`src/nv_host_consts.svh`:
```
// timing counts and the command sequence length for the nonvolatile sram host controller
`ifndef NV_HOST_CONSTS_SVH
`define NV_HOST_CONSTS_SVH
`define CLK_PERIOD_NS 100
`define HW_STORE_PULSE_NS 15
`define HW_STORE_PULSE_CYC ((`HW_STORE_PULSE_NS + `CLK_PERIOD_NS - 1) / `CLK_PERIOD_NS)
`define BUSY_HIGH_NS 500
`define BUSY_HIGH_CYC ((`BUSY_HIGH_NS + `CLK_PERIOD_NS - 1) / `CLK_PERIOD_NS)
`define POWERUP_RECALL_MS 20
`define POWERUP_RECALL_CYC (`POWERUP_RECALL_MS * 1000000 / `CLK_PERIOD_NS)
`define SOFT_SEQ_US 100
`define SOFT_SEQ_CYC (`SOFT_SEQ_US * 1000 / `CLK_PERIOD_NS)
`define STORE_MS 8
`define STORE_CYC (`STORE_MS * 1000000 / `CLK_PERIOD_NS)
`define SOFT_SEQ_LEN 6
`define ACCESS_CYC 1
`endif

```
`src/nv_host_pkg.sv`:
```
// types for the nonvolatile sram host controller
package nv_host_pkg;
    typedef enum logic [1:0] {
        op_read = 2'h0,
        op_write = 2'h1,
        op_hw_store = 2'h2,
        op_soft_cmd = 2'h3
    } op_t;
    typedef enum logic [7:0] {
        st_wake = 8'h01,
        st_idle = 8'h02,
        st_setup = 8'h04,
        st_strobe = 8'h08,
        st_done = 8'h10,
        st_store_pulse = 8'h20,
        st_store_wait = 8'h40,
        st_soft_wait = 8'h80
    } state_t;
endpackage : nv_host_pkg

```
`src/nv_host.sv`:
```
// host controller driving a nonvolatile sram through its strobe pins
// Behaviour
// [RL1] write strobe held high during every read, command reads included
// [RL2] store/busy line kept released during ordinary reads and writes
// [RL3] device floats outputs if write strobe low when select falls
// [RL4] device restores array within 20 ms after power up
// [RL5] device skips saves when nothing was written since last one
// [RL6] device accepts in-flight write 25 ns after store starts
// [RL7] device ignores accesses during store, recall or low supply
// [RL8] command steps are select-timed read cycles
// [RL9] exactly six ordered command reads with write strobe high
// [RL10] data of sixth command read is discarded
// [RL11] device acts on command within 100 us
// [RL12] store and recall extend lockout beyond base latency
// [RL13] store with nothing pending ends quickly, outputs back
// [RL14] hardware store request drives busy line low at least 15 ns
// [RL15] device drives busy line high 500 ns after store
// [RL16] reads drive only enabled byte lanes
// [RL17] writes change only enabled byte lanes
// [RL18] data floats while deselected or lanes disabled
// [RL19] host waits for busy line release before new access
`timescale 1ns/100ps
`include "nv_host_consts.svh"
module nv_host #(
    parameter int AW = 18,
    parameter int DW = 16,
    parameter int RECALL_CYC = `POWERUP_RECALL_CYC,
    parameter int CMD_CYC = `SOFT_SEQ_CYC,
    parameter int STORE_WAIT_CYC = `STORE_CYC
) (
    input wire logic clock, // 10 mhz clock
    input wire logic nrst, // async reset, active low
    input wire logic req_valid, // request present
    output logic req_ready, // request taken
    input wire nv_host_pkg::op_t req_op, // operation
    input wire logic [AW-1:0] req_addr, // word address
    input wire logic [DW-1:0] req_wdata, // write data
    input wire logic [1:0] req_lanes, // bit1 upper, bit0 lower lane
    output logic [DW-1:0] rsp_rdata, // read data
    output logic rsp_valid, // one-cycle completion pulse
    output logic ce_n, // chip select
    output logic we_n, // write strobe
    output logic oe_n, // output enable
    output logic upper_byte_lane_n, // upper lane enable
    output logic lower_byte_lane_n, // lower lane enable
    output logic [AW-1:0] addr, // address pins
    output logic [DW-1:0] dq_out, // data driven
    output logic [1:0] dq_oe, // per lane drive enable
    input wire logic [DW-1:0] dq_in, // data sampled
    output logic store_request_busy_n_out, // busy line drive value
    output logic store_request_busy_n_oe, // busy line drive enable
    input wire logic store_request_busy_n_in // busy line level
);
    import nv_host_pkg::*;
    logic rst_s1_reg, rst_n_reg;
    always_ff @(posedge clock or negedge nrst) begin
        if (!nrst) begin
            rst_s1_reg <= 1'b0;
            rst_n_reg <= 1'b0;
        end else begin
            rst_s1_reg <= 1'b1;
            rst_n_reg <= rst_s1_reg;
        end
    end
    state_t state_reg, state_next;
    op_t op_reg;
    logic [31:0] cnt_reg, cnt_next;
    logic [2:0] step_reg;
    logic [AW-1:0] addr_reg;
    logic [DW-1:0] wdata_reg;
    logic [1:0] lanes_reg;
    logic [AW-1:0] cmd_addr;
    wire busy_low = !store_request_busy_n_in;
    wire is_write = (op_reg == op_write);
    wire is_soft = (op_reg == op_soft_cmd);
    wire cnt_zero = (cnt_reg == 32'h0);
    wire in_access = (state_reg == st_setup) || (state_reg == st_strobe);
    wire last_step = (step_reg == 3'(`SOFT_SEQ_LEN - 1));
    // [RL19] no new access while busy low
    wire can_take = (state_reg == st_idle) && !busy_low;
    assign req_ready = can_take;
    // the rom output is registered, so feed it the next step or the address lags a step
    wire [2:0] step_next = (state_reg == st_idle && req_valid && can_take) ? 3'h0 :
        (state_reg == st_done && is_soft && !last_step) ? step_reg + 3'h1 : step_reg;
    // [RL9] command addresses in table order
    cmd_addr_rom #(.AW(AW)) rom_i (
        .clock(clock),
        .index(step_next),
        .addr(cmd_addr)
    );
    always_comb begin
        state_next = state_reg;
        cnt_next = cnt_zero ? 32'h0 : cnt_reg - 32'h1;
        case (state_reg)
            // [RL4] wait out power-up recall
            st_wake: if (cnt_zero) state_next = st_idle;
            st_idle: begin
                if (req_valid && can_take) begin
                    if (req_op == op_hw_store) begin
                        state_next = st_store_pulse;
                        cnt_next = 32'(`HW_STORE_PULSE_CYC);
                    end else begin
                        state_next = st_setup;
                    end
                end
            end
            st_setup: begin
                state_next = st_strobe;
                cnt_next = 32'(`ACCESS_CYC);
            end
            st_strobe: if (cnt_zero) state_next = st_done;
            st_done: begin
                // [RL9] six steps back to back
                if (is_soft && !last_step) begin
                    state_next = st_setup;
                end else if (is_soft) begin
                    // [RL11] allow command processing time
                    state_next = st_soft_wait;
                    cnt_next = 32'(CMD_CYC);
                end else begin
                    state_next = st_idle;
                end
            end
            // [RL14] hold busy line low
            st_store_pulse: if (cnt_zero) state_next = st_store_wait;
            st_store_wait: if (!busy_low) state_next = st_idle;
            // [RL12] store or recall lockout beyond base latency
            st_soft_wait: begin
                if (cnt_zero && !busy_low) begin
                    state_next = st_store_wait;
                    cnt_next = 32'(STORE_WAIT_CYC);
                end
            end
            default: state_next = st_idle;
        endcase
    end
    always_ff @(posedge clock or negedge rst_n_reg) begin
        if (!rst_n_reg) begin
            state_reg <= st_wake;
            cnt_reg <= 32'(RECALL_CYC);
        end else begin
            state_reg <= state_next;
            cnt_reg <= cnt_next;
        end
    end
    always_ff @(posedge clock or negedge rst_n_reg) begin
        if (!rst_n_reg) begin
            op_reg <= op_read;
            addr_reg <= '0;
            wdata_reg <= '0;
            lanes_reg <= 2'h0;
            step_reg <= 3'h0;
        end else if (state_reg == st_idle && req_valid && can_take) begin
            op_reg <= req_op;
            addr_reg <= req_addr;
            wdata_reg <= req_wdata;
            // command reads use both lanes
            lanes_reg <= (req_op == op_soft_cmd) ? 2'h3 : req_lanes;
            step_reg <= 3'h0;
        end else if (state_reg == st_done && is_soft && !last_step) begin
            step_reg <= step_reg + 3'h1;
        end
    end
    // [RL8] command steps use the rom address
    wire [AW-1:0] addr_sel = is_soft ? cmd_addr : addr_reg;
    // [RL3] write strobe falls only after select is low
    wire we_sel = (state_reg == st_strobe) && is_write;
    // [RL16] lane pins mirror requested lanes, both lanes for command reads
    wire [1:0] lane_sel = in_access ? lanes_reg : 2'h0;
    always_ff @(posedge clock or negedge rst_n_reg) begin
        if (!rst_n_reg) begin
            ce_n <= 1'b1;
            we_n <= 1'b1;
            oe_n <= 1'b1;
            upper_byte_lane_n <= 1'b1;
            lower_byte_lane_n <= 1'b1;
            addr <= '0;
        end else begin
            ce_n <= !in_access;
            // [RL1] write strobe stays high for reads
            we_n <= !we_sel;
            oe_n <= !(in_access && !is_write);
            upper_byte_lane_n <= !lane_sel[1];
            lower_byte_lane_n <= !lane_sel[0];
            addr <= addr_sel;
        end
    end
    // [RL17] drive only the lanes being written
    genvar g;
    generate
        for (g = 0; g < 2; g++) begin : lane_g
            always_ff @(posedge clock or negedge rst_n_reg) begin
                if (!rst_n_reg) begin
                    dq_oe[g] <= 1'b0;
                    dq_out[g*8 +: 8] <= 8'h00;
                end else begin
                    dq_oe[g] <= in_access && is_write && lanes_reg[g];
                    dq_out[g*8 +: 8] <= wdata_reg[g*8 +: 8];
                end
            end
        end
    endgenerate
    // sample at end of strobe; pins were set a cycle earlier so data has settled
    wire sample = (state_reg == st_done) && !is_write;
    always_ff @(posedge clock or negedge rst_n_reg) begin
        if (!rst_n_reg) begin
            rsp_rdata <= '0;
            rsp_valid <= 1'b0;
        end else begin
            // [RL10] data of all six command reads dropped
            if (sample && !is_soft) begin
                rsp_rdata <= dq_in;
            end
            rsp_valid <= (state_next == st_idle) && (state_reg != st_idle)
                && (state_reg != st_wake);
        end
    end
    // [RL2] busy line driven only for a store request
    always_ff @(posedge clock or negedge rst_n_reg) begin
        if (!rst_n_reg) begin
            store_request_busy_n_oe <= 1'b0;
        end else begin
            store_request_busy_n_oe <= (state_next == st_store_pulse);
        end
    end
    assign store_request_busy_n_out = 1'b0;
endmodule : nv_host

```
`src/cmd_addr_rom.sv`:
```
// registered table of the six software command addresses
`timescale 1ns/100ps
module cmd_addr_rom #(
    parameter int AW = 18,
    parameter logic [AW-1:0] A0 = 18'h0e38,
    parameter logic [AW-1:0] A1 = 18'h31c7,
    parameter logic [AW-1:0] A2 = 18'h03e0,
    parameter logic [AW-1:0] A3 = 18'h3c1f,
    parameter logic [AW-1:0] A4 = 18'h303f,
    parameter logic [AW-1:0] A5 = 18'h0fc0
) (
    input wire logic clock, // system clock
    input wire logic [2:0] index, // step of the sequence
    output logic [AW-1:0] addr // registered address
);
    wire [AW-1:0] table_sel = (index == 3'h0) ? A0 : (index == 3'h1) ? A1 :
        (index == 3'h2) ? A2 : (index == 3'h3) ? A3 : (index == 3'h4) ? A4 : A5;
    always_ff @(posedge clock) begin
        addr <= table_sel;
    end
endmodule : cmd_addr_rom

```
`config.mk`:
```
export PLATFORM = sky130hd
export DESIGN_NAME = nv_host
export DESIGN_NICKNAME = d
export VERILOG_FILES = /design/src/nv_host_pkg.sv /design/src/nv_host.sv /design/src/cmd_addr_rom.sv
export VERILOG_INCLUDE_DIRS = /design/src /design/src/src
export SDC_FILE = /design/constraint.sdc
export NUM_CORES = 1
export LEC_CHECK = 0
export BUFFER_PORTS_ARGS = -buffer_cell sky130_fd_sc_hd__buf_2
export CAP_MARGIN = 20
export CORE_MARGIN = 5
export CORE_UTILIZATION = 43
export CTS_CLUSTER_SIZE = 28
export DETAILED_ROUTE_END_ITERATION = 10
export GPL_TIMING_DRIVEN = 0
export PLACE_DENSITY_LB_ADDON = 0.12
export SETUP_SLACK_MARGIN = 0.3
export SKIP_LAST_GASP = 1
export SLEW_MARGIN = 15
export SYNTH_ARGS = -nofsm -noshare
export SYNTH_HDL_FRONTEND = slang
export SYNTH_SLANG_ARGS = --single-unit
```
`constraint.sdc`:
```
create_clock -name clock -period 4.4 [get_ports clock]
set_input_delay 0.44 -clock clock [delete_from_list [all_inputs] [get_ports clock]]
set_output_delay 0.44 -clock clock [all_outputs]
set_load 0.02 [all_outputs]
```
==> results of run 1 <==
[power by group]
| part | total [uW] | switching (uW) | internal [uW] |
|---|---|---|---|
| clock network | 1340 | 554 | 782 |
| logic | 1460 | 905 | 557 |
| registers | 2070 | 249 | 1820 |
[per-stage QoR]
| stage | area [sq um] | util [%] | setup WS, ns |
|---|---|---|---|
| floorplan | 6202 | - | 2.053 |
| global placement | 7013 | 50.13 | 1.259 |
| detailed placement | 7071 | 50.55 | 1.623 |
| CTS | 7640 | 54.62 | 1.614 |
| global route | 7640 | 54.62 | 1.349 |
| finish | 7640 | 54.62 | 1.649 |
[metal layers]
| layer | vias to the layer above | global-route usage [%] | wire [um] |
|---|---|---|---|
| met4 | 0 | 6.663 | 268 |
| li1 | 2279 | - | - |
| met5 | - | 0 | 0 |
| met1 | 2245 | 21.75 | 6149 |
| met3 | 20 | 4.625 | 745 |
| met2 | 104 | 28.21 | 6825 |
[cells in the mapped netlist (9+ instances only)]
| master | instances | share of area, % |
|---|---|---|
| dfstp_2 | 12 | 5.1 |
| a21o_1 | 9 | 1.1 |
| clkbuf_1 | 16 | 0.97 |
| dfrtp_1 | 130 | 52 |
| nor4_1 | 9 | 0.91 |
| a21oi_1 | 11 | 0.89 |
| nand2_1 | 155 | 9.4 |
| nand3_1 | 16 | 1.3 |
| xnor2_1 | 21 | 3.0 |
| o21ai_0 | 20 | 1.6 |
| and2_1 | 9 | 0.91 |
| nor2_1 | 32 | 1.9 |
| or3_1 | 10 | 1.0 |
| nor3_1 | 15 | 1.2 |
| mux2_2 | 16 | 2.9 |
[how the worst min path moves through the flow]
stage,startpoint,end,slack (ns),cells after the start
final,req_addr[16],addr_reg[16],0.21,3
after global routing,req_addr[6],addr_reg[6],0.20,3
after CTS,req_wdata[8],wdata_reg[8],0.19,3
after detailed placement,nrst,rst_s1_reg,0.23,1
after global placement,nrst,rst_s1_reg,0.23,1
after floorplan,nrst,rst_n_reg,0.14,0
[critical path, stage by stage (launching register included)]
cell and delay [ns]:
dfrtp_1 0.38, inv_1 0.08, ha_1 0.18, or3b_1 0.43, nor3_1 0.54, nand4_1 0.53
nand3_4 0.26, buf_6 0.18, nor2_1 0.05
[kinds of logic (layout without fill, tap and decap cells)]
| kind of cell | after synthesis | count (layout) |
|---|---|---|
| buffers and inverters | 36 | 188 |
| other | 2 | 2 |
| flip-flops | 148 | 148 |
| AO/OA/AOI/OAI | 63 | 63 |
| adder cells (fa/ha/maj) | 3 | 3 |
| AND/OR/NAND/NOR | 295 | 295 |
| XOR/XNOR | 29 | 29 |
| multiplexers | 17 | 17 |
[cell type report]
cell class / count / area [sq um] / share of cell area [%]
clock inverter: 10 / 75.07 / 0.9826
buffer: 29 / 148.9 / 1.949
multi-input combinational: 409 / 2337 / 30.59
clock buffer: 22 / 484.2 / 6.338
timing repair buffer: 120 / 650.6 / 8.516
inverter: 7 / 26.28 / 0.3439
tap: 180 / 225.2 / 2.948
sequential: 148 / 3692 / 48.33
[repair_timing]
action | CTS | global route
hold endpoints to repair | 2 | 0
gates resized for setup | 0 | 0
hold buffers | 1 | 0
[cells in the final DEF, fill, tap and decap left out, drive strengths merged, types with 4 or more instances in the layout]
master    synthesis  final
a21o              9      9
xor2              8      8
buf              13    132
nand3            17     17
and2              9      9
mux2             16     16
nor2b             6      6
or3              10     10
nand2           155    155
nor2             32     32
o21a              5      5
or4               5      5
dfxtp             6      6
o21ai            21     21
dfstp            12     12
inv               7      8
nor3             17     17
nor4             13     13
a21oi            11     11
clkinvlp          0      4
nand2b            5      5
clkbuf           16     38
xnor2            21     21
nand4             8      8
dfrtp           130    130
clkinv            0      5
==> results.ini, run 1 <==
[critical_path]
cp-startpoint = cnt_reg[0]
crit_type = register to register
r2r_cells = 8
worstReg2RegEnd = cnt_reg[22]
startpoint_type = register
crit_path_max_fanout = 10
ff2ff_setup_slack_ns = 1.65
crit_path_end_kind = register
cp-endpoint = cnt_reg[22]
r2r_start = cnt_reg[0]
critPathArrivalTime_ns = 3.06
critical_path_required_ns = 4.71

[placed_design]
dpl.cell_count = 892
dp_hpwl_um = 9952
io_buffer_count = 117
gp_congestion = 0.7798

[global_routing]
grt_pass1_wl_um = 22770
grt_antenna_before_repair = 0
grt_remaining_overflow = 0
grt_pass1_vias = 4770
grt_usage_pct = 17.18
grt_max_degree = 63

[timing]
worst_pin_slew_ns = 0.8639
setup_viol = 0
clock.fmax_ghz = 0.3636
tns_ns = 0
period_needed_ns = 2.751
period_share_pct = 62.51
fin_skew_ns = 0.009677
holdWs_ns = 0.2059
rsz0062_at_grt = false
max-slew-margin-rel_pct = 41.88
finalHoldViolCount = 0
maxSlewViolCount = 0

[drt]
routedWlPerCell_um = 15.12
firstDrtPassIters = 4
ant_nets = 0
drt_iter0_markers = 185
post-route-drc-count = 0
vias_per_cell = 5.025
via_count = 4648
drt-total-wl_um = 13990

[finish]
largest_register_ffs = 36
syn_to_final_growth_pct = 23.20
drive_above_1_share_pct = 27.79
nets = 793
num_antenna_cells = 0
fillers = 1277
layout.cells.non_filler = 925

[logic_synthesis]
ys_ff_latch = 148
async_flop_share_pct = 95.95
yosysUniqueCellTypes = 56
synth_nets = 654
synthMuxAreaShare_pct = 3.067
synth_xor_area_share_pct = 4.096
synth_compound_area_share_pct = 6.719
netlist_instances = 593
synthFlopType = dfrtp_1
avgSynthCellArea_sq_um = 10.46
yosys.area_share.simple_pct = 23.08
syn-cell-area_sq_um = 6201
synth_top_family_by_area = simple AND/OR/NAND/NOR gates
synth-adder-area-share_pct = 0.6053
synth_edf_count = 0
yosys_warnings = 0
synth_seq_area_share_pct = 59.48

[die]
fp.dieArea_sq_um = 16920
die_x_um = 130.1
fp.dieH_um = 130.1
pin_count = 119
rows = 43
core_sq_um = 13990
start_util_pct = 44.33

[clocking]
cts_tree = yes
cts_sinks = 148
cts-root-buf = clkbuf_16
clock_path_buffers = 2
clk_pin_slew_ns = 0.06
clk_latency_ns = 0.42
post_cts_buffers = 0
h-tree-depth = 4
cts_made_buffers = 17

[worst_hold_path]
min_path_type = input port to register

[power_and_ir_drop]
powerDensity_nw_per_um2 = 636.6
cellLeakagePower_uw = 0.003882
p_total_uw = 4864
ir_drop_mv = 0.3733

[run_status]
outcome = complete, no violations

[job]
maxCapViolCount = 0

Power figures use the tool's default switching activity.
==> inputs of run 2 (changes only) <==
--- a/config.mk
+++ b/config.mk
@@ -6,6 +6,7 @@
 export SDC_FILE = /design/constraint.sdc
 export NUM_CORES = 1
 export LEC_CHECK = 0
+export ABC_AREA = 1
 export BUFFER_PORTS_ARGS = -buffer_cell sky130_fd_sc_hd__buf_2
 export CAP_MARGIN = 20
 export CORE_MARGIN = 5
==> constraint.sdc (replaced) <==
create_clock -name clock -period 2.6 [get_ports clock]
set_input_delay 0.26 -clock clock [delete_from_list [all_inputs] [get_ports clock]]
set_output_delay 0.26 -clock clock [all_outputs]
set_load 0.02 [all_outputs]
==> run 2 against run 1 <==
  * Clock power grew 90%
  * Sequential share of layout area shrank 1.1 points
  * Clock skew rose by 0.0038 ns
  * Synthesized area increased by 1.9%
  * Non-clock buffer count decreased by 15
  * Synthesized cell count is 12% higher
  * Global-route usage shrank 0.14 points
  * Total power increased by 83%
  * Hold slack got worse by 0.18 ns
  * Critical path depth decreased by 1
  * Fmax grew 40%
  * Clock-buffer cell count fell by 3
  * Critical endpoint is now store_request_busy_n_oe
==> results.ini, run 2 <==
[finish]
design_area_sq_um = 7816  ; +2.3%
seq_area_sq_um = 3692  ; unchanged
num_antenna_cells = 0  ; unchanged
largest_register_ffs = 36  ; unchanged
drive_above_1_share_pct = 29.79  ; +2.0 points
multi_input_area_sq_um = 2326  ; -0.48%
final_cell_mix = nand2_1 (207), dfrtp_1 (129), buf_2 (121)
syn_to_final_growth_pct = 23.75
fillers = 1368  ; +7.1%
final_common_cell = nand2_1
nets = 867  ; +9.3%

[timing]
tns_ns = 0  ; unchanged
finalHoldViolCount = 0  ; unchanged
period_share_pct = 75.39  ; +13 points
setup_viol = 0  ; unchanged
fin_ws_ns = 0.6399  ; -1.010 ns
rsz0062_at_grt = false
fin_skew_ns = 0.01351  ; +0.003829 ns
clock.fmax_ghz = 0.5102  ; +40%
period_needed_ns = 1.960  ; -0.7905 ns
maxSlewViolCount = 0  ; unchanged

[clocking]
cts_sinks = 148  ; unchanged
clk_latency_ns = 0.42  ; about the same
cts_resized = 0  ; unchanged
cts_tree = yes
h-tree-depth = 4  ; unchanged
clock_path_buffers = 2  ; unchanged
cts-root-buf = clkbuf_16
postCtsHoldBufs = 1  ; unchanged
clk_pin_slew_ns = 0.06  ; about the same
post_cts_buffers = 0  ; unchanged
cts_made_buffers = 17  ; unchanged

[power_and_ir_drop]
powerDensity_nw_per_um2 = 1141  ; +79%
p_total_uw = 8918  ; +83%
cellLeakagePower_uw = 0.004190  ; +7.9%
ir_drop_mv = 0.5288  ; +42%

[worst_hold_path]
min_path_type = input port to register

[job]
maxCapViolCount = 0  ; unchanged

[placed_design]
dp_hpwl_um = 10270  ; +3.2%
place_ws_ns = 0.6669  ; -0.9561 ns
dpl-instance-area_sq_um = 7191  ; +1.7%
gp_congestion = 0.8389  ; +7.6%
io_buffer_count = 117  ; unchanged

[critical_path]
critPathMaxStageDelay_ns = 0.37  ; -0.17 ns
path_buf_inv = 2  ; unchanged
critical_path_required_ns = 2.89  ; -1.82 ns
critPathArrivalTime_ns = 2.25  ; -0.81 ns
startpoint_type = register
path_cells = inv_2, ha_1, nand3_1, nor2_4, nand4_1, inv_1, o31ai_1
crit_path_max_fanout = 7  ; -3
slowest_stage = dfrtp_1
crit_path_end_kind = register
critical-path-top-delay-family = simple AND/OR/NAND/NOR gates
crit_type = register to register

[logic_synthesis]
yosys_warnings = 0  ; unchanged
yosys.area.top_type = dfrtp_1
synth_seq_area_share_pct = 58.40  ; -1.1 points
syn-cell-area_sq_um = 6316  ; +1.9%
synth_edf_count = 0  ; unchanged
async_flop_share_pct = 95.95  ; unchanged
ys_top_cells_by_area = dfrtp_1 (52%), nand2_1 (12%), nor2_1 (5.1%)
netlist_instances = 667  ; +12%
yosysUniqueCellTypes = 40  ; -29%
ys_ff_latch = 148  ; unchanged
synthFlopType = dfrtp_1
yosysMostFrequentCell = nand2_1
synth_nets = 728  ; +11%
avgSynthCellArea_sq_um = 9.469  ; -9.4%
synth_common_cells = nand2_1 (207), dfrtp_1 (130), nor2_1 (86)
yosysTopAreaCellShare_pct = 51.51  ; -0.96 points

[drt]
drt-total-wl_um = 13900  ; -0.64%
ant_nets = 0  ; unchanged
firstDrtPassIters = 4  ; unchanged
vias_per_cell = 4.699  ; -6.5%
routedWlPerCell_um = 13.86  ; -8.4%
via_count = 4713  ; +1.4%
post-route-drc-count = 0  ; unchanged
drt_iter0_markers = 226  ; +22%

[run_status]
outcome = complete, no violations

[global_routing]
grt_max_degree = 61  ; -3.2%
grt_antenna_before_repair = 1  ; +1
grt_pass1_vias = 5046  ; +5.8%
grt_remaining_overflow = 0  ; unchanged
grt_usage_pct = 17.04  ; -0.14 points
grt_pass1_wl_um = 24120  ; +5.9%

[die]
fp.dieH_um = 131.2  ; +0.85%
die_x_um = 131.2  ; +0.85%
core_sq_um = 14480  ; +3.5%
start_util_pct = 43.62  ; -0.71 points
fp.dieArea_sq_um = 17210  ; +1.7%
rows = 44  ; +2.3%
pin_count = 119  ; unchanged

run 2: final timing paths:
check / end / cells past startpoint / slack [ns] / from
min: addr_reg[6] / 3 / 0.03 / req_addr[6]
min in group asynchronous: rst_n_reg / 2 / 0.15 / nrst
min reg2reg: wdata_reg[9] / 0 / 0.26 / rst_n_reg
max in group asynchronous: cnt_reg[17] / 1 / 1.66 / rst_n_reg
max: store_request_busy_n_oe / 7 / 0.64 / cnt_reg[0]
max reg2reg: store_request_busy_n_oe / 7 / 0.64 / cnt_reg[0]
run 2: area by class of cell:
class                      count  area share [%]
buffer                        14           1.217
clock buffer                  19           5.667
clock inverter                13           2.209
inverter                      55           2.641
multi-input combinational    450           29.76
sequential                   148           47.24
tap                          184           2.945
timing repair buffer         120           8.324
run 2: kinds of logic (layout without fill, tap and decap cells):
kind of cell | Yosys count | count (layout) | synth area share [%]
buffers and inverters | 69 | 221 | 4.774
muxes | 16 | 16 | 3.447
DFF | 148 | 148 | 58.40
and+or+nand+nor | 377 | 377 | 26.66
AOI/OAI and AO/OA | 28 | 28 | 2.674
adders and majority gates | 3 | 3 | 0.5944
xor gates and xnor gates | 24 | 24 | 3.328
other | 2 | 2 | 0.1189
run 2: layer usage:
metal / track usage, % / vias up / wire length [um]
li1: - / 2354 / -
met1: 21.12 / 2239 / 6004
met2: 28.33 / 109 / 6949
met3: 5.810 / 9 / 809
met4: 5.023 / 2 / 121
met5: 0 / - / 14
run 2: metrics by stage:
step | hold WS (ns) | util [%] | cells
floorplan | -0.03559 | - | 667
global placement | 0.04486 | 49.28 | 968
detailed placement | 0.04725 | 49.66 | 970
CTS | 0.01185 | 53.98 | 1003
global route | 0.01101 | 53.98 | 1003
finish | 0.02561 | 53.98 | 1003
run 2: power by group:
part | internal [uW] | switching, uW
logic | 995 | 1890
clock network | 1550 | 992
registers | 3080 | 404
run 2: tightest hold or removal path: cells and delay by family:
family	cells	cell delay, ns
AND/OR/NAND/NOR	2	0.08
buffers and inverters	1	0.07
